[src/hpl_defs.svh]
// Offsets-free constant set for the hub port indicator block: strap, reset and toggle timing.
// Assumes a single core clock whose period is given below in picoseconds.
`ifndef HPL_DEFS_SVH
`define HPL_DEFS_SVH

// Core clock period, 40 MHz
`define HPL_CLK_PERIOD_PS    25000
// Least strap hold after reset release, in picoseconds (16.7 ns)
`define HPL_STRAP_HOLD_PS    16700
// Strap hold in cycles, rounded up, never below one
`define HPL_STRAP_HOLD_CYC   ((`HPL_STRAP_HOLD_PS + `HPL_CLK_PERIOD_PS - 1) / `HPL_CLK_PERIOD_PS)
// Longest time from reset release to inactive outputs, in nanoseconds (2.0 us)
`define HPL_INACTIVE_MAX_NS  2000
// Same bound in cycles, rounded down
`define HPL_INACTIVE_MAX_CYC ((`HPL_INACTIVE_MAX_NS * 1000) / `HPL_CLK_PERIOD_PS)
// Half period of the 1 kHz toggle, in nanoseconds
`define HPL_TOGGLE_HALF_NS   500000
// Half period in cycles
`define HPL_TOGGLE_HALF_CYC  ((`HPL_TOGGLE_HALF_NS * 1000) / `HPL_CLK_PERIOD_PS)
// Number of downstream ports
`define HPL_PORTS            4
// Width of the strap phase counter
`define HPL_PHASE_CNT_W      8

`endif

[src/hpl_pkg.sv]
// Types shared by the hub port indicator block.
// Assumes hpl_defs.svh is on the include path.
`include "hpl_defs.svh"

package hpl_pkg;

    // Indicator modes, exactly three
    typedef enum logic [1:0] {
        HPL_MODE_USB,
        HPL_MODE_OWNER,
        HPL_MODE_DUAL
    } hpl_mode_t;

    // Upstream owner of a downstream port
    typedef enum logic [1:0] {
        HPL_OWNER_NONE,
        HPL_OWNER_A,
        HPL_OWNER_B
    } hpl_owner_t;

    // Start-up phases of the indicator driver
    typedef enum logic [1:0] {
        HPL_PH_STRAP,
        HPL_PH_WAIT_CFG,
        HPL_PH_RUN
    } hpl_phase_t;

    // Per-port status delivered by the hub core
    typedef struct packed {
        logic       enabled;
        logic       connected;
        logic       highSpeed;
        hpl_owner_t owner;
    } hpl_port_status_t;

    // One indicator pin as driven: level and active-low enable
    typedef struct packed {
        logic level;
        logic oeN;
    } hpl_pin_t;

endpackage : hpl_pkg

[src/hpl_tick_div.sv]
// Square wave divider: inverts its output every HALF_CYCLES clocks while enabled.
// Assumes one clock domain; output parks low when disabled.
`timescale 1ns/1ps
`default_nettype none

module hpl_tick_div
    import hpl_pkg::*;
#(
    parameter int HALF_CYCLES = 20000
)(
    input  wire logic ref_clk,
    input  wire logic rst,
    input  wire logic enable,
    output logic      wave
);

    localparam int CW = (HALF_CYCLES > 1) ? $clog2(HALF_CYCLES) : 1;

    typedef struct packed {
        logic [CW-1:0] count;
        logic          wave;
    } hpl_div_state_t;

    hpl_div_state_t st;
    hpl_div_state_t next_st;

    ////////////////////////////////////////////////////////////////////////////
    // Count and invert; restarting on disable keeps the first half period full
    always_comb
    begin
        next_st = st;
        if (!enable)
        begin
            next_st.count = '0;
            next_st.wave  = 1'b0;
        end
        else if (st.count == CW'(HALF_CYCLES - 1))
        begin
            next_st.count = '0;
            next_st.wave  = ~st.wave;
        end
        else
        begin
            next_st.count = st.count + CW'(1);
        end
    end

    always_ff @(posedge ref_clk or posedge rst)
    begin
        if (rst)
            st <= '0;
        else
            st <= next_st;
    end

    assign wave = st.wave;

endmodule : hpl_tick_div

`default_nettype wire

[src/hub_port_led_indicator.sv]
// Downstream port indicator driver for a two-host, four-port switching hub.
// Assumes status inputs are synchronous to ref_clk and the pads resolve level/enable pairs.
// Assumes a strap resistor on every first pin and one config strobe per reset.
//
// Behaviour
// - USB mode: first pin is port green, second pin is port amber.
// - USB mode shows nothing about upstream host ownership.
// - Basic ownership: first pin asserted for host A, second for host B.
// - Ownership modes: disabled or unassigned port leaves both pins off.
// - Ownership indication works with absent owner host, and in suspend for all but unattached dual-mode ports.
// - Dual mode: owner pin low for low or full speed device.
// - Dual mode: owner pin high for high speed device.
// - Dual mode: owner pin toggles at 1 kHz with nothing attached.
// - Dual mode: off is high impedance; non-owner pin stays released.
// - In suspend a connected port keeps its enumerated speed level.
// - Dual mode: hub suspend releases unattached assigned pins; toggle suppressed throughout.
// - All indicator outputs disabled while reset is asserted.
// - Outputs driven inactive within 2.0 us after reset release.
// - Exactly three modes, only one active at a time.
// - First pins sampled as straps; high means active-low, low active-high.
//
// Start-up:
//   reset        all pins released, configuration forgotten
//   first edge   straps taken, all pins driven inactive
//   then         one config strobe awaited; later ones ignored
//   running      pins follow status inputs one cycle later
//
// Limitations:
//   - second pins are never sampled; both pins of a port share a strap
//   - an unknown mode code runs as USB mode
//   - owner codes other than host A or B count as unassigned
//   - hub suspend stops the toggle for every port
//   - enumerated speed is refreshed only while the hub is awake
`timescale 1ns/1ps
`default_nettype none

`include "hpl_defs.svh"

module hub_port_led_indicator
    import hpl_pkg::*;
#(
    parameter int NPORTS      = `HPL_PORTS,
    parameter int TOGGLE_HALF = `HPL_TOGGLE_HALF_CYC
)(
    // Clock and reset
    input  wire logic                          ref_clk,
    input  wire logic                          rst,

    // Configuration strobe and code
    input  wire logic                          configLoad,
    input  wire hpl_mode_t                     configMode,

    // Hub core status, all levels
    input  wire logic                          hubSuspend,
    input  wire hpl_port_status_t [NPORTS-1:0] portStatus,
    input  wire logic [NPORTS-1:0]             usbGreen,
    input  wire logic [NPORTS-1:0]             usbAmber,

    // Pad readback; only the first pins are read, as straps
    input  wire logic [NPORTS-1:0]             portIndicatorFirstNIn,
    input  wire logic [NPORTS-1:0]             portIndicatorSecondNIn,

    // Pad drive: level and active-low enable per pin
    output logic [NPORTS-1:0]                  portIndicatorFirstNOut,
    output logic [NPORTS-1:0]                  portIndicatorFirstNOeN,
    output logic [NPORTS-1:0]                  portIndicatorSecondNOut,
    output logic [NPORTS-1:0]                  portIndicatorSecondNOeN,

    // Latched configuration for the rest of the hub
    output hpl_mode_t                          activeMode,
    output logic                               modeValid,
    output logic [NPORTS-1:0]                  strapActiveLow
);

    localparam int PCW = `HPL_PHASE_CNT_W;

    // Whole state of the driver
    typedef struct packed {
        // Sequencing
        hpl_phase_t              phase;
        logic [PCW-1:0]          phaseCount;

        // Latched configuration
        hpl_mode_t               mode;
        logic                    modeValid;
        logic [NPORTS-1:0]       activeLow;

        // Speed kept across suspend
        logic [NPORTS-1:0]       speedHeld;

        // Registered pad drive
        logic [NPORTS-1:0]       firstOut;
        logic [NPORTS-1:0]       firstOeN;
        logic [NPORTS-1:0]       secondOut;
        logic [NPORTS-1:0]       secondOeN;
    } hpl_top_state_t;

    hpl_top_state_t st;
    hpl_top_state_t next_st;
    logic           toggleWave;
    logic           toggleEnable;

    ////////////////////////////////////////////////////////////////////////////
    // 1 kHz source; held off during suspend so no edge leaks out
    // The divider restarts from low when disabled, so the first
    // visible half period after suspend is always a full one
    assign toggleEnable = (st.phase == HPL_PH_RUN) && (st.mode == HPL_MODE_DUAL) && !hubSuspend;

    hpl_tick_div #(
        .HALF_CYCLES (TOGGLE_HALF)
    ) u_toggle (
        .ref_clk (ref_clk),
        .rst     (rst),
        .enable  (toggleEnable),
        .wave    (toggleWave)
    );

    ////////////////////////////////////////////////////////////////////////////
    // Single-colour drive: asserted or inactive level per strapped polarity
    // XOR with the strap fits either LED wiring
    function automatic hpl_pin_t drive_mono(input logic asserted, input logic actLow);
        hpl_pin_t p;
        p.level = asserted ^ actLow;
        p.oeN   = 1'b0;
        return p;
    endfunction : drive_mono

    // Dual-colour drive for the owning host's pin
    // Connected: steady speed level. Unattached: toggle, or off in suspend.
    // Off is a released pad, so both LEDs of the pair stay dark.
    function automatic hpl_pin_t drive_dual(input hpl_port_status_t s, input logic speed,
                                            input logic suspended, input logic wave);
        hpl_pin_t p;
        p.level = 1'b0;
        p.oeN   = 1'b1;
        if (s.connected)
        begin
            p.level = speed;
            p.oeN   = 1'b0;
        end
        else if (!suspended)
        begin
            p.level = wave;
            p.oeN   = 1'b0;
        end
        return p;
    endfunction : drive_dual

    ////////////////////////////////////////////////////////////////////////////
    // Next-state logic: strap capture, wait for configuration, then drive pins
    // Pin drive per port in each mode (first pin / second pin):
    //   USB    green request / amber request, both driven
    //   OWNER  owned by host A / owned by host B, both driven
    //   DUAL   owner pin: speed level, toggle or off; other pin off
    // Disabled or unassigned ports show nothing in ownership modes.
    // Drive values are registered so pads move only on a clock edge.
    always_comb
    begin
        // Scratch values, all set before use
        hpl_pin_t pa;
        hpl_pin_t pb;
        logic     ownA;
        logic     ownB;
        logic     live;
        pa      = '0;
        pb      = '0;
        ownA    = 1'b0;
        ownB    = 1'b0;
        live    = 1'b0;
        next_st = st;

        case (st.phase)
            HPL_PH_STRAP:
            begin
                // Pins stay released so the strap resistors set the level
                // One cycle covers the strap hold time at this clock;
                // the counter freezes once this phase is left
                next_st.phaseCount = st.phaseCount + PCW'(1);
                if (st.phaseCount == PCW'(`HPL_STRAP_HOLD_CYC - 1))
                begin
                    next_st.activeLow = portIndicatorFirstNIn;
                    next_st.phase     = HPL_PH_WAIT_CFG;
                    // Inactive level is the inverse of the active one
                    for (int i = 0; i < NPORTS; i++)
                    begin
                        next_st.firstOut[i]  = portIndicatorFirstNIn[i];
                        next_st.secondOut[i] = portIndicatorFirstNIn[i];
                    end
                    next_st.firstOeN  = '0;
                    next_st.secondOeN = '0;
                end
            end

            HPL_PH_WAIT_CFG:
            begin
                // Pins keep the inactive level while the load is pending;
                // a strobe sent before this phase is lost
                if (configLoad)
                begin
                    // Unknown codes fall back to USB mode so one mode is always active
                    case (configMode)
                        HPL_MODE_OWNER: next_st.mode = HPL_MODE_OWNER;
                        HPL_MODE_DUAL:  next_st.mode = HPL_MODE_DUAL;
                        default:        next_st.mode = HPL_MODE_USB;
                    endcase
                    next_st.modeValid = 1'b1;
                    next_st.phase     = HPL_PH_RUN;
                end
            end

            HPL_PH_RUN:
            begin
                // Mode is frozen here; further configLoad pulses are ignored
                for (int i = 0; i < NPORTS; i++)
                begin
                    // Owner codes other than A or B light neither pin
                    ownA = portStatus[i].owner == HPL_OWNER_A;
                    ownB = portStatus[i].owner == HPL_OWNER_B;
                    live = portStatus[i].enabled;
                    // Speed only tracks while awake, so suspend keeps the enumerated one
                    if (portStatus[i].connected && !hubSuspend)
                        next_st.speedHeld[i] = portStatus[i].highSpeed;

                    case (st.mode)
                        HPL_MODE_USB:
                        begin
                            // Green and amber follow the core
                            pa = drive_mono(usbGreen[i], st.activeLow[i]);
                            pb = drive_mono(usbAmber[i], st.activeLow[i]);
                        end
                        HPL_MODE_OWNER:
                        begin
                            // No suspend or host-presence term: ownership always shown
                            pa = drive_mono(live && ownA, st.activeLow[i]);
                            pb = drive_mono(live && ownB, st.activeLow[i]);
                        end
                        HPL_MODE_DUAL:
                        begin
                            // Start off; only the owner pin may drive
                            pa = '{level: 1'b0, oeN: 1'b1};
                            pb = '{level: 1'b0, oeN: 1'b1};
                            if (live && ownA)
                                pa = drive_dual(portStatus[i], next_st.speedHeld[i], hubSuspend, toggleWave);
                            else if (live && ownB)
                                pb = drive_dual(portStatus[i], next_st.speedHeld[i], hubSuspend, toggleWave);
                        end
                        default:
                        begin
                            // Not reachable; release as a safe state
                            pa = '{level: 1'b0, oeN: 1'b1};
                            pb = '{level: 1'b0, oeN: 1'b1};
                        end
                    endcase

                    next_st.firstOut[i]  = pa.level;
                    next_st.firstOeN[i]  = pa.oeN;
                    next_st.secondOut[i] = pb.level;
                    next_st.secondOeN[i] = pb.oeN;
                end
            end

            default:
            begin
                next_st.phase = HPL_PH_STRAP;
            end
        endcase
    end

    ////////////////////////////////////////////////////////////////////////////
    // State register; reset releases every pin (enables high)
    // Reset needs no clock, so the pads let go at once and the
    // straps read cleanly on the first edge after release
    always_ff @(posedge ref_clk or posedge rst)
    begin
        if (rst)
        begin
            st           <= '0;
            st.phase     <= HPL_PH_STRAP;
            st.mode      <= HPL_MODE_USB;
            st.firstOeN  <= '1;
            st.secondOeN <= '1;
        end
        else
        begin
            st <= next_st;
        end
    end

    ////////////////////////////////////////////////////////////////////////////
    // Outputs straight from the state register
    // No logic between flip-flops and pads, so pins cannot glitch
    // from decode hazards
    assign portIndicatorFirstNOut  = st.firstOut;
    assign portIndicatorFirstNOeN  = st.firstOeN;
    assign portIndicatorSecondNOut = st.secondOut;
    assign portIndicatorSecondNOeN = st.secondOeN;
    assign activeMode              = st.mode;
    assign modeValid               = st.modeValid;
    assign strapActiveLow          = st.activeLow;

endmodule : hub_port_led_indicator

`default_nettype wire

[config.mk]
export PLATFORM = sky130hd
export DESIGN_NAME = hub_port_led_indicator
export DESIGN_NICKNAME = d
export VERILOG_FILES = /design/src/hpl_pkg.sv /design/src/hpl_tick_div.sv /design/src/hub_port_led_indicator.sv
export VERILOG_INCLUDE_DIRS = /design/src /design/src/src
export SDC_FILE = /design/constraint.sdc
export NUM_CORES = 1
export LEC_CHECK = 0
export BUFFER_PORTS_ARGS = -buffer_cell sky130_fd_sc_hd__buf_4
export CAP_MARGIN = 20
export CORE_UTILIZATION = 59
export DETAILED_ROUTE_END_ITERATION = 12
export PLACE_DENSITY = 0.85
export SKIP_CTS_REPAIR_TIMING = 1
export SLEW_MARGIN = 10
export SYNTH_ARGS = -nofsm -noshare
export SYNTH_HDL_FRONTEND = slang
export SYNTH_SLANG_ARGS = --single-unit
[constraint.sdc]
create_clock -name ref_clk -period 5.64 [get_ports ref_clk]
set_input_delay 0.846 -clock ref_clk [delete_from_list [all_inputs] [get_ports ref_clk]]
set_output_delay 0.846 -clock ref_clk [all_outputs]
set_load 0.005 [all_outputs]
# After elaboration in Yosys (flattened, before gate mapping)
# Cells that the tools add are included.
[op_classes]
add_sub_neg = 2
n_mul = 0
div_mod_pow = 0
magnitude_cmp = 0
eq_ne = 18
shifts = 0
muxes = 38
bitwise = 18
n_reduce_logical = 23
[ops]
columns = ["operator", "count"]
rows = [
  ["$pmux W2 S3", 9],
  ["$mux W2", 19],
  ["$mux W16", 2],
  ["$pmux W16 S2", 1],
  ["$xor A1 B1 Y1", 16],
  ["$add A15 B1 Y15 const B", 1],
  ["$eq A15 B15 Y1 const B", 1],
  ["$mux W15", 1],
  ["$eq A2 B1 Y1 const B", 7],
  ["$eq A2 B2 Y1 const B", 7],
  ["$logic_and A1 B1 Y1", 14],
  ["$add A8 B1 Y8 const B", 1],
  ["$logic_not A8 Y1", 1],
  ["$ne A2 B2 Y1 const B", 3],
  ["$reduce_and A2 Y1", 3],
  ["$mux W1", 5],
  ["$logic_not A2 Y1", 2],
  ["$pmux W2 S2", 1],
  ["$reduce_and A3 Y1", 1],
  ["$not A1 Y1", 2],
  ["$reduce_bool A2 Y1", 1],
  ["$logic_not A1 Y1", 1],
]
[totals]
reg_bits = 53
latch_bits = 0
ram_bits = 0
romBits = 0
in_bits = 42
output_inout_bits = 23
wordCells = 111
n_memories = 0

# Depth between registers and ports, before layout
# Gate-level depths: netlist of the first run.
[depth]
ltp_word = 8
mapped_depth = 7
depth_no_buf = 6

# Modules after synthesis
# Synthesis of the first run repeated with hierarchy kept, for this count alone.
[unflattened]
hier_cells = 305
hier_area_um2 = 3160.5
[modules_own_cells]
columns = ["mod", "instances", "cells_each", "area_per_inst_um2", "seq_area_each_um2"]
rows = [
  ["hub_port_led_indicator", 1, 228, 2323.5, 935.9],
  ["hpl_tick_div", 1, 77, 837.1, 400.4],
]

# Worst setup path after synthesis of the first run
# OpenSTA, ideal clock, no wires.
[synth_path]
path_kind = "register to register"
from = "register st[27] (netlist bit)"
to = "register st, in the netlist strapActiveLow[0]"
arrival_time_ps = 1950
required_ps = 5515
slack_ps = 3565
path_stages_with_launch = 7
period_less_slack_ps = 2075
path_cell_list = "dfrtp_1 -> inv_1 -> ha_1 -> or4b_4 -> or4_4 -> buf_6 -> mux2_4"
[synth_via]
elab_chain_len = 2
[synth_rtl]
columns = ["item", "line_no", "text"]
rows = [
  ["start: declaration", "hub_port_led_indicator.sv:98", "hpl_top_state_t st;"],
  ["start signal: assignment", "hub_port_led_indicator.sv:285", "st <= next_st;"],
  ["$logic_not A8 Y1", "hub_port_led_indicator.sv:179", "if (st.phaseCount == PCW'(`HPL_STRAP_HOLD_CYC - 1))"],
  ["$reduce_and A2 Y1 (no line)", "--", ""],
]
# No other way between the ends.
# A chain may end at the register's enable or synchronous reset.

# Worst setup path after layout of the first run
[layout_path]
from = "register st[27] (netlist bit)"
to = "register st, in the netlist portIndicatorSecondNOut[2]"
[layout_via]
elab_chain_len = 3
[layout_rtl]
columns = ["item", "line_no"]
rows = [
  ["$logic_not A8 Y1", "hub_port_led_indicator.sv:179"],
  ["$ne A2 B2 Y1 (no line)", "--"],
  ["$reduce_and A2 Y1 (no line)", "--"],
]
# No other way between the ends.

==> results of run 1 <==
-- synth_stat cells, types with 2 or more instances --
cell type / n / area share
o32ai_1: 3 / 0.0087
or4_2: 2 / 0.0058
o211a_1: 4 / 0.013
nand3_1: 5 / 0.0083
nor2_1: 28 / 0.035
or3_1: 2 / 0.0041
dfrtp_1: 45 / 0.37
o21ai_0: 9 / 0.015
and4_1: 2 / 0.0058
nand2_1: 20 / 0.025
buf_4: 23 / 0.057
a221oi_1: 8 / 0.023
nand4_1: 5 / 0.010
xnor2_1: 13 / 0.038
nor2b_1: 12 / 0.025
mux2i_1: 20 / 0.066
a21oi_1: 8 / 0.013
mux2_4: 4 / 0.020
and3b_1: 8 / 0.023
xor2_1: 8 / 0.023
inv_1: 16 / 0.020
o2bb2ai_1: 8 / 0.023
nand2b_1: 5 / 0.010
ha_1: 3 / 0.012
nor3_1: 4 / 0.0066
dfstp_2: 8 / 0.069
mux2_2: 4 / 0.015
clkbuf_1: 5 / 0.0062
nor4_1: 3 / 0.0062
-- sequential cells by signal, summed over array words and instances, names as in the netlist --
| name | count |
|---|---|
| u_toggle.wave | 1 |
| portIndicatorFirstNOeN | 4 |
| st | 14 |
| portIndicatorSecondNOeN | 4 |
| u_toggle.st | 15 |
| strapActiveLow | 4 |
| modeValid | 1 |
| activeMode | 2 |
| portIndicatorSecondNOut | 4 |
| portIndicatorFirstNOut | 4 |
-- final cells by class --
cell class,count,area [µm²]
multi-input cells,200,1426
flip-flops and latches,53,1336
clock buffers,7,96.34
fillers,367,1339
repair buffers,61,470.5
well taps,67,83.83
clock inverters,1,5.005
inverters,16,60.06
-- final timing paths --
check	endpoint	slack (ps)	cells past startpoint	from
worst max-delay path	portIndicatorSecondNOut[2]	3350	6	st[27]
worst min-delay path	portIndicatorSecondNOeN[1]	480	1	portIndicatorSecondNOeN[1]
worst max register to register	portIndicatorSecondNOut[2]	3350	6	st[27]
worst min register to register	portIndicatorSecondNOeN[1]	480	1	portIndicatorSecondNOeN[1]
max in group asynchronous	portIndicatorFirstNOeN[0]	4530	3	rst
min in group asynchronous	st[27]	510	2	rst
-- metal layers --
layer | vias to the layer above | share of wire | wire length, µm | GRT usage
li1 | 1104 | - | - | -
met1 | 1129 | 0.45 | 2841 | 0.3138
met2 | 60 | 0.49 | 3121 | 0.4312
met3 | 12 | 0.046 | 295 | 0.05213
met4 | 0 | 0.017 | 106 | 0.08547
met5 | - | 0 | 0 | 0
-- metrics by stage --
stage / util / power (mW) / std cells
floorplan: - / 1.116 / 299
global placement: 0.6969 / 1.223 / 396
detailed placement: 0.6969 / 1.251 / 396
CTS: 0.7179 / 1.489 / 404
global route: 0.7221 / 1.582 / 405
finish: 0.7221 / 1.487 / 405
-- report_power, final --
group	internal (mW)	leakage (nW)	total (mW)	switching, mW
sequential	0.526	0.653	0.659	0.133
combinational	0.327	0.914	0.594	0.267
clock	0.111	0.0542	0.234	0.123
-- cells by family after synthesis --
family	Yosys count	synth area share
xor+xnor	21	0.06069
simple gates	105	0.1932
compound gates	43	0.1036
mux	28	0.1007
flops	53	0.4410
buf+inv	46	0.08836
fa+ha+maj	3	0.01239
==> metrics.txt, run 1 <==
# TYPE chip_impl_metric gauge
chip_impl_info{name="crit_chain",value="inv_1 -> ha_1 -> or4b_4 -> nor2_1 -> o21bai_1 -> a221oi_1"} 1
chip_impl_info{name="crit_path_start_kind",value="register"} 1
chip_impl_metric{name="routed_via_density",unit=""} 5.691
chip_impl_metric{name="drv.max_cap_violation_count",unit=""} 0
chip_impl_metric{name="diodes",unit=""} 0
chip_impl_info{name="cts_tree",value="yes"} 1
chip_impl_metric{name="vdd_ir_drop_max",unit="mV"} 0.2520
chip_impl_info{name="critical_path.top_delay_family",value="compound AO/OA/AOI/OAI gates"} 1
chip_impl_metric{name="numClockSinks",unit=""} 53
chip_impl_metric{name="cp_slowest_stage_delay",unit="ps"} 480
chip_impl_info{name="outcome",value="finished, final reports clean"} 1
chip_impl_metric{name="total_placed_instance_area",unit="mm²"} 0.003357
chip_impl_metric{name="floorplan.die_area",unit="mm²"} 0.005427
chip_impl_metric{name="post-route-min-period",unit="ps"} 2295
chip_impl_metric{name="finish.net_count",unit=""} 382
chip_impl_metric{name="place.port_buffers",unit=""} 60
chip_impl_metric{name="grt_use_total",unit=""} 0.2508
chip_impl_metric{name="num_vias",unit=""} 2305
chip_impl_metric{name="cts_made_buffers",unit=""} 5
chip_impl_metric{name="max-clock-path-buffers",unit=""} 2
chip_impl_metric{name="drt-wirelength-per-cell",unit="µm"} 15.71
chip_impl_metric{name="crit_arrival",unit="ps"} 2490
chip_impl_metric{name="finalMaxSlewViolations",unit=""} 0
chip_impl_metric{name="max_slew_margin",unit=""} 0.3322
chip_impl_info{name="critPathCaptureType",value="register"} 1
chip_impl_metric{name="fmax",unit="GHz"} 0.4358
chip_impl_info{name="rsz_0062_raised_after_global_routing",value="false"} 1
chip_impl_metric{name="design.core.area",unit="mm²"} 0.004817
chip_impl_metric{name="synth.yosys.warnings",unit=""} 0
chip_impl_metric{name="die_y_extent",unit="µm"} 73.67
chip_impl_info{name="synth-main-ff-cell",value="dfrtp_1"} 1
chip_impl_info{name="most_frequent_cells_in_the_layout",value="buf_4, dfrtp_1, nor2_1"} 1
chip_impl_metric{name="clk_skew",unit="ps"} 8.871
chip_impl_metric{name="place.detailed.hpwl",unit="µm"} 4577
chip_impl_metric{name="preCtsSetupSlack",unit="ps"} 3355
chip_impl_metric{name="timing.critical_path.buf_inv",unit=""} 1
chip_impl_metric{name="io_pins",unit=""} 65
chip_impl_info{name="layout.cells.most_common",value="buf_4"} 1
chip_impl_metric{name="edff_count_synth",unit=""} 0
chip_impl_metric{name="floorplan.initialDensity",unit=""} 0.6291
chip_impl_metric{name="flow.area_growth_from_synthesis",unit="%"} 14.78
chip_impl_metric{name="initial_antenna_violation_count",unit=""} 0
chip_impl_metric{name="final_design_area_no_fill",unit="mm²"} 0.003478
chip_impl_metric{name="mappedNetlistArea",unit="mm²"} 0.003030
chip_impl_metric{name="drc",unit=""} 0
chip_impl_metric{name="htree_levels",unit=""} 2
chip_impl_metric{name="drive_above_1_share",unit=""} 0.2781
chip_impl_metric{name="synth_fp_nets",unit=""} 344
chip_impl_metric{name="worst-slew-pin-transition",unit="ps"} 999.6
chip_impl_metric{name="final.period_utilization",unit=""} 0.4069
chip_impl_info{name="slowest_stage",value="or4b_4"} 1
chip_impl_metric{name="syn_area_per_cell",unit="µm²"} 10.14
chip_impl_metric{name="place.gp.congestion",unit=""} 0.8249
chip_impl_metric{name="yosysSeqAreaShare",unit=""} 0.4410
chip_impl_info{name="timing_worst_setup_path_type",value="register to register"} 1
chip_impl_metric{name="wl",unit="µm"} 6364
chip_impl_metric{name="grt_max_degree",unit=""} 54
chip_impl_metric{name="row_count",unit=""} 25
chip_impl_metric{name="critical_path.max_fanout",unit=""} 13
chip_impl_metric{name="power_per_cell_area",unit="mW/mm²"} 427.5
chip_impl_metric{name="required",unit="ps"} 5840
chip_impl_metric{name="hold_ws",unit="ps"} 484.4
chip_impl_metric{name="via_count_of_the_first_global_routing_pass",unit=""} 2192
chip_impl_metric{name="path_clk_slew",unit="ps"} 90
chip_impl_metric{name="fin_ws",unit="ps"} 3345
chip_impl_metric{name="post_synth_num_cell_types",unit=""} 43
chip_impl_metric{name="detailedRoute.firstIterationViolations",unit=""} 108
chip_impl_info{name="worstHoldPathType",value="register to register"} 1
chip_impl_metric{name="flip_flop_and_latch_count_after_synthesis",unit=""} 53
chip_impl_metric{name="hold_viol",unit=""} 0
chip_impl_metric{name="grt_first_pass_wirelength",unit="µm"} 10050
chip_impl_metric{name="post_route_antenna_net_violation_count",unit=""} 0
chip_impl_metric{name="clk_latency",unit="ps"} 310
chip_impl_metric{name="p_leak",unit="nW"} 1.621
chip_impl_info{name="clock_tree.root_cell",value="clkbuf_8"} 1
chip_impl_metric{name="die_w",unit="µm"} 73.67
chip_impl_metric{name="detailedRoute.firstPassIterationCount",unit=""} 4
chip_impl_metric{name="async_reset_ff_frac",unit=""} 1.000
chip_impl_metric{name="tns",unit="ps"} 0
chip_impl_metric{name="gr-total-overflow",unit=""} 0
chip_impl_metric{name="postSynthCellCount",unit=""} 299
chip_impl_metric{name="final-setup-viol-count",unit=""} 0
Note: power is estimated with default switching activity, not from simulation.
==> run 2: changes to the inputs <==
--- a/config.mk
+++ b/config.mk
@@ -8,9 +8,9 @@
 export LEC_CHECK = 0
 export BUFFER_PORTS_ARGS = -buffer_cell sky130_fd_sc_hd__buf_4
 export CAP_MARGIN = 20
-export CORE_UTILIZATION = 59
+export CORE_UTILIZATION = 55
 export DETAILED_ROUTE_END_ITERATION = 12
-export PLACE_DENSITY = 0.85
+export PLACE_DENSITY = 0.8
 export SKIP_CTS_REPAIR_TIMING = 1
 export SLEW_MARGIN = 10
 export SYNTH_ARGS = -nofsm -noshare
==> constraint.sdc (replaced) <==
create_clock -name ref_clk -period 2.15 [get_ports ref_clk]
set_input_delay 0.3225 -clock ref_clk [delete_from_list [all_inputs] [get_ports ref_clk]]
set_output_delay 0.3225 -clock ref_clk [all_outputs]
set_load 0.005 [all_outputs]
==> run 2 against run 1 <==
- hold slack got worse by 290 ps
- die area increased by 7.1%
- count of clock-buffer cells in the layout did not move
- fmax is 11% higher
- sequential power rose to 2.5 times the previous value
- clock skew grew 2.1 ps
- final area increased by 2.0%
- non-clock buffer count rose by 7
- worst setup slack lost 3300 ps
- critical endpoint is now strapActiveLow[3]
==> metrics.txt, run 2 (synthesized netlist as in run 1, its figures left out) <==
# TYPE chip_impl_metric gauge
chip_impl_info{name="outcome",value="finished, final reports clean"} 1
chip_impl_metric{name="finish.net_count",unit=""} 389
chip_impl_metric{name="design.core.area",unit="mm²"} 0.005205
chip_impl_metric{name="clk_skew",unit="ps"} 10.96
chip_impl_info{name="worstHoldPathType",value="primary input to async pin"} 1
chip_impl_metric{name="hold_viol",unit=""} 0
chip_impl_info{name="reg2reg_end",value="strapActiveLow[3]"} 1
chip_impl_info{name="largestRegisters",value="u_toggle.st x15, st x14"} 1
chip_impl_info{name="clock_tree.root_cell",value="clkbuf_8"} 1
chip_impl_info{name="rsz_0062_raised_after_global_routing",value="false"} 1
chip_impl_metric{name="power_per_cell_area",unit="mW/mm²"} 1150
chip_impl_metric{name="vdd_ir_drop_max",unit="mV"} 0.5837
chip_impl_metric{name="final_design_area_no_fill",unit="mm²"} 0.003547
chip_impl_metric{name="place.gp.congestion",unit=""} 0.8054
chip_impl_metric{name="path_clk_slew",unit="ps"} 100
chip_impl_metric{name="gr-total-overflow",unit=""} 0
chip_impl_metric{name="drive_above_1_share",unit=""} 0.2928
chip_impl_metric{name="crit_arrival",unit="ps"} 2270
chip_impl_metric{name="flow.area_growth_from_synthesis",unit="%"} 17.05
chip_impl_metric{name="detailedRoute.firstPassIterationCount",unit=""} 4
chip_impl_metric{name="finalMaxSlewViolations",unit=""} 0
chip_impl_metric{name="critical_path.max_fanout",unit=""} 8
chip_impl_metric{name="final-setup-viol-count",unit=""} 0
chip_impl_metric{name="grt_max_degree",unit=""} 54
chip_impl_metric{name="place.detailed.hpwl",unit="µm"} 4841
chip_impl_metric{name="numClockSinks",unit=""} 53
chip_impl_metric{name="post-route-min-period",unit="ps"} 2074
chip_impl_info{name="crit_path_start_kind",value="register"} 1
chip_impl_metric{name="via_count_of_the_first_global_routing_pass",unit=""} 2395
chip_impl_metric{name="worst-slew-pin-transition",unit="ps"} 674.9
chip_impl_metric{name="routed_via_density",unit=""} 5.706
chip_impl_metric{name="diodes",unit=""} 0
chip_impl_metric{name="final.period_utilization",unit=""} 0.9645
chip_impl_metric{name="tns",unit="ps"} 0
chip_impl_metric{name="row_count",unit=""} 26
chip_impl_info{name="cts_tree",value="yes"} 1
chip_impl_metric{name="max_slew_margin",unit=""} 0.5501
chip_impl_metric{name="initial_antenna_violation_count",unit=""} 0
chip_impl_metric{name="drt-wirelength-per-cell",unit="µm"} 15.81
chip_impl_metric{name="floorplan.die_area",unit="mm²"} 0.005811
chip_impl_metric{name="htree_levels",unit=""} 2
chip_impl_metric{name="clk_latency",unit="ps"} 310
chip_impl_info{name="most_frequent_cells_in_the_layout",value="buf_4, dfrtp_1, nor2_1"} 1
chip_impl_metric{name="drv.max_cap_violation_count",unit=""} 0
chip_impl_metric{name="drc",unit=""} 0
chip_impl_metric{name="place.port_buffers",unit=""} 60
chip_impl_metric{name="fmax",unit="GHz"} 0.4822
chip_impl_metric{name="grt_use_total",unit=""} 0.2440
chip_impl_metric{name="p_leak",unit="nW"} 1.656
chip_impl_info{name="layout.cells.most_common",value="buf_4"} 1
chip_impl_metric{name="die_y_extent",unit="µm"} 76.23
chip_impl_metric{name="wl",unit="µm"} 6562
chip_impl_metric{name="die_w",unit="µm"} 76.23
chip_impl_metric{name="io_pins",unit=""} 65
chip_impl_metric{name="post_route_antenna_net_violation_count",unit=""} 0
chip_impl_info{name="critPathCaptureType",value="register"} 1
chip_impl_metric{name="cts_made_buffers",unit=""} 5
chip_impl_metric{name="total_placed_instance_area",unit="mm²"} 0.003421
chip_impl_metric{name="max-clock-path-buffers",unit=""} 2
chip_impl_metric{name="required",unit="ps"} 2350
chip_impl_info{name="rr_startpoint",value="st[27]"} 1
chip_impl_metric{name="floorplan.initialDensity",unit=""} 0.5822
chip_impl_info{name="largest_register",value="u_toggle.st"} 1
chip_impl_metric{name="detailedRoute.firstIterationViolations",unit=""} 117
chip_impl_metric{name="worst-r2r-cell-count",unit=""} 5
chip_impl_info{name="timing_worst_setup_path_type",value="register to register"} 1
chip_impl_metric{name="r2r_setup_slack",unit="ps"} 80
chip_impl_metric{name="grt_first_pass_wirelength",unit="µm"} 11170
chip_impl_metric{name="max_ffs_per_register",unit=""} 15
chip_impl_metric{name="num_vias",unit=""} 2368
## run 2: cell types whose count changed in the layout (fill, tap and decap cells not counted), sizes merged
cell    previous run  this run
buf               61        68
bufinv             0         1
clkinv             1         0
## run 2: how the worst max path moves through the flow
stage           start                         end  slack (ps)  cells past startpoint
6_report       st[27]           strapActiveLow[3]          80                      5
5_1_grt        st[27]  portIndicatorSecondNOut[3]           4                      6
2_1_floorplan  st[27]           strapActiveLow[0]          80                      6
3_3_place_gp   st[27]           strapActiveLow[1]          60                      5
4_1_cts        st[27]           strapActiveLow[2]          20                      5
3_5_place_dp   st[27]           strapActiveLow[2]          30                      5
## run 2: area by class of cell
class	count	area (µm²)
Clock buffer	7	86.33
Clock inverter	1	30.03
Fill cell	412	1658
Inverter	16	60.06
Multi-Input combinational cell	200	1436
Sequential cell	53	1336
Tap cell	70	87.58
Timing Repair Buffer	68	510.5
## run 2: worst max-delay path, cell delays in order, from the launching register on
cell	delay, ps
dfrtp_1	410
inv_1	100
ha_1	140
or4b_4	470
or4_4	520
mux2_4	320
## run 2: where the power goes
group          internal [mW]  switching, mW
registers               1.38          0.278
clock network          0.380          0.320
logic                  0.923          0.798
total                   2.68           1.40
## run 2: layer usage
metal / routed length [µm] / track usage / vias up
li1: - / - / 1123
met1: 2780 / 0.2944 / 1159
met2: 3322 / 0.4216 / 68
met3: 297 / 0.05030 / 18
met4: 161 / 0.1038 / 0
met5: 0 / 0 / -
## run 2: stage by stage
stage	total power [mW]	setup slack, ps	std cells	hold WS (ps)	util
finish	4.081	76.38	415	192.0	0.6815
global route	4.355	4.182	415	217.2	0.6815
CTS	4.089	22.65	415	206.2	0.6796
detailed placement	3.377	29.56	407	454.5	0.6572
global placement	3.298	60.35	407	459.0	0.6572
floorplan	2.928	75.33	299	429.8	-
==> run 3: changes to the inputs <==
==> constraint.sdc (replaced) <==
create_clock -name ref_clk -period 2.15 [get_ports ref_clk]
set_input_delay 0.1075 -clock ref_clk [delete_from_list [all_inputs] [get_ports ref_clk]]
set_output_delay 0.1075 -clock ref_clk [all_outputs]
set_load 0.005 [all_outputs]
==> run 3 against run 2 <==
- the flow now finishes with violations (negative hold slack)
- clock skew grew 1.0 ps
- critical path depth unchanged
- highest routed layer unchanged
- global-route usage shrank 0.33 points
- die area stayed put
==> metrics.txt, run 3 (synthesized netlist as in run 1, its figures left out) <==
# TYPE chip_impl_metric gauge
chip_impl_metric{name="die_w",unit="µm"} 76.23
chip_impl_metric{name="vdd_ir_drop_max",unit="mV"} 0.6869
chip_impl_info{name="worstHoldPathType",value="primary input to async pin"} 1
chip_impl_metric{name="numClockSinks",unit=""} 53
chip_impl_metric{name="fmax",unit="GHz"} 0.4841
chip_impl_metric{name="r2r_setup_slack",unit="ps"} 80
chip_impl_metric{name="totalPowerFinal",unit="mW"} 3.907
chip_impl_info{name="crit_path_start_kind",value="register"} 1
chip_impl_info{name="critPathCaptureType",value="register"} 1
chip_impl_metric{name="path_clk_slew",unit="ps"} 100
chip_impl_metric{name="floorplan.initialDensity",unit=""} 0.5822
chip_impl_info{name="timing_worst_setup_path_type",value="register to register"} 1
chip_impl_metric{name="max-clock-path-buffers",unit=""} 2
chip_impl_metric{name="row_count",unit=""} 26
chip_impl_metric{name="htree_levels",unit=""} 2
chip_impl_metric{name="hold_viol",unit=""} 29
chip_impl_metric{name="critical_path.max_fanout",unit=""} 8
chip_impl_metric{name="die_y_extent",unit="µm"} 76.23
chip_impl_metric{name="diodes",unit=""} 0
chip_impl_metric{name="num_vias",unit=""} 2288
chip_impl_metric{name="finalNonFillerCells",unit=""} 416
chip_impl_metric{name="max_ffs_per_register",unit=""} 15
chip_impl_metric{name="crit_arrival",unit="ps"} 2260
chip_impl_metric{name="place.port_buffers",unit=""} 60
chip_impl_metric{name="hold_ws",unit="ps"} -19.30
chip_impl_metric{name="place.detailed.hpwl",unit="µm"} 4716
chip_impl_metric{name="final_design_area_no_fill",unit="mm²"} 0.003517
chip_impl_metric{name="via_count_of_the_first_global_routing_pass",unit=""} 2354
chip_impl_metric{name="p_leak",unit="nW"} 1.645
chip_impl_metric{name="floorplan.die_area",unit="mm²"} 0.005811
chip_impl_metric{name="grt_first_pass_wirelength",unit="µm"} 11120
chip_impl_metric{name="clk_skew",unit="ps"} 12.00
chip_impl_metric{name="drive_above_1_share",unit=""} 0.2948
chip_impl_metric{name="routed_via_density",unit=""} 5.500
chip_impl_info{name="largestRegisters",value="u_toggle.st x15, st x14"} 1
chip_impl_info{name="largest_register",value="u_toggle.st"} 1
chip_impl_metric{name="drv.max_cap_violation_count",unit=""} 0
chip_impl_info{name="clock_tree.root_cell",value="clkbuf_8"} 1
chip_impl_metric{name="detailedRoute.firstPassIterationCount",unit=""} 4
chip_impl_metric{name="max_slew_margin",unit=""} 0.5493
chip_impl_metric{name="final.period_utilization",unit=""} 0.9608
chip_impl_metric{name="fin_ws",unit="ps"} 84.20
chip_impl_metric{name="io_pins",unit=""} 65
chip_impl_metric{name="dp.cells",unit=""} 407
chip_impl_metric{name="gr-total-overflow",unit=""} 0
chip_impl_metric{name="design.core.area",unit="mm²"} 0.005205
chip_impl_metric{name="drt-wirelength-per-cell",unit="µm"} 15.16
chip_impl_metric{name="initial_antenna_violation_count",unit=""} 0
chip_impl_metric{name="power_per_cell_area",unit="mW/mm²"} 1111
chip_impl_metric{name="place.gp.congestion",unit=""} 0.7829
chip_impl_metric{name="post_route_antenna_net_violation_count",unit=""} 0
chip_impl_metric{name="drc",unit=""} 0
chip_impl_metric{name="post-route-min-period",unit="ps"} 2066
chip_impl_metric{name="total_placed_instance_area",unit="mm²"} 0.003421
chip_impl_metric{name="required",unit="ps"} 2340
chip_impl_metric{name="worst-slew-pin-transition",unit="ps"} 676.1
chip_impl_info{name="cts_tree",value="yes"} 1
chip_impl_metric{name="preCtsSetupSlack",unit="ps"} 15.22
chip_impl_info{name="violations_in_the_final_reports",value="negative hold slack"} 1
chip_impl_metric{name="cts_made_buffers",unit=""} 5
chip_impl_metric{name="final-setup-viol-count",unit=""} 0
chip_impl_info{name="rsz_0062_raised_after_global_routing",value="false"} 1
chip_impl_metric{name="grt_use_total",unit=""} 0.2407
chip_impl_info{name="most_frequent_cells_in_the_layout",value="buf_4, dfrtp_1, nor2_1"} 1
chip_impl_metric{name="finish.net_count",unit=""} 390
chip_impl_metric{name="grt_max_degree",unit=""} 54
chip_impl_metric{name="detailedRoute.firstIterationViolations",unit=""} 121
chip_impl_metric{name="wl",unit="µm"} 6306
chip_impl_metric{name="clk_latency",unit="ps"} 310
chip_impl_info{name="layout.cells.most_common",value="buf_4"} 1
chip_impl_metric{name="finalMaxSlewViolations",unit=""} 0
chip_impl_info{name="outcome",value="finished, violations left"} 1
chip_impl_metric{name="flow.area_growth_from_synthesis",unit="%"} 16.06
run 3: metrics by stage:
| stage | utilization | setup TNS (ps) |
|---|---|---|
| after global routing | 0.6757 | 0 |
| after detailed placement | 0.6572 | 0 |
| after floorplan | - | 0 |
| after CTS | 0.6738 | -1.926 |
| final | 0.6757 | 0 |
| after global placement | 0.6572 | 0 |
run 3: metal layers:
layer / global-route usage / wire length [µm] / share of wire
met5: 0 / 0 / 0
met4: 0.1000 / 143 / 0.023
met3: 0.04910 / 282 / 0.045
met2: 0.3856 / 3035 / 0.48
met1: 0.3186 / 2845 / 0.45
run 3: layout make-up:
class / count / area (µm²)
fillers: 423 / 1688
multi-input cells: 200 / 1426
flip-flops and latches: 53 / 1336
repair buffers: 69 / 520.5
well taps: 70 / 87.58
clock buffers: 5 / 68.82
inverters: 16 / 60.06
clock inverters: 3 / 17.52
run 3: worst paths after layout:
| path | from | endpoint | cells past startpoint |
|---|---|---|---|
| max | st[27] | strapActiveLow[2] | 5 |
| min | rst | st[29] | 3 |
| min in group ref_clk | portStatus[12] | st[18] | 2 |
| max reg2reg | st[27] | strapActiveLow[2] | 5 |
| min reg2reg | portIndicatorSecondNOeN[1] | portIndicatorSecondNOeN[1] | 1 |
| max in group asynchronous | rst | strapActiveLow[1] | 3 |
run 3: where the power goes:
part / internal (mW) / switching, mW / leakage, nW
clock: 0.226 / 0.337 / 0.0439
sequential: 1.38 / 0.268 / 0.653
combinational: 0.924 / 0.772 / 0.948
total: 2.53 / 1.38 / 1.64
run 3: critical path, cell delays in order (launching register included):
cell	delay (ps)
dfrtp_1	420
inv_2	80
ha_1	140
or4b_4	470
or4_4	520
mux2_4	330
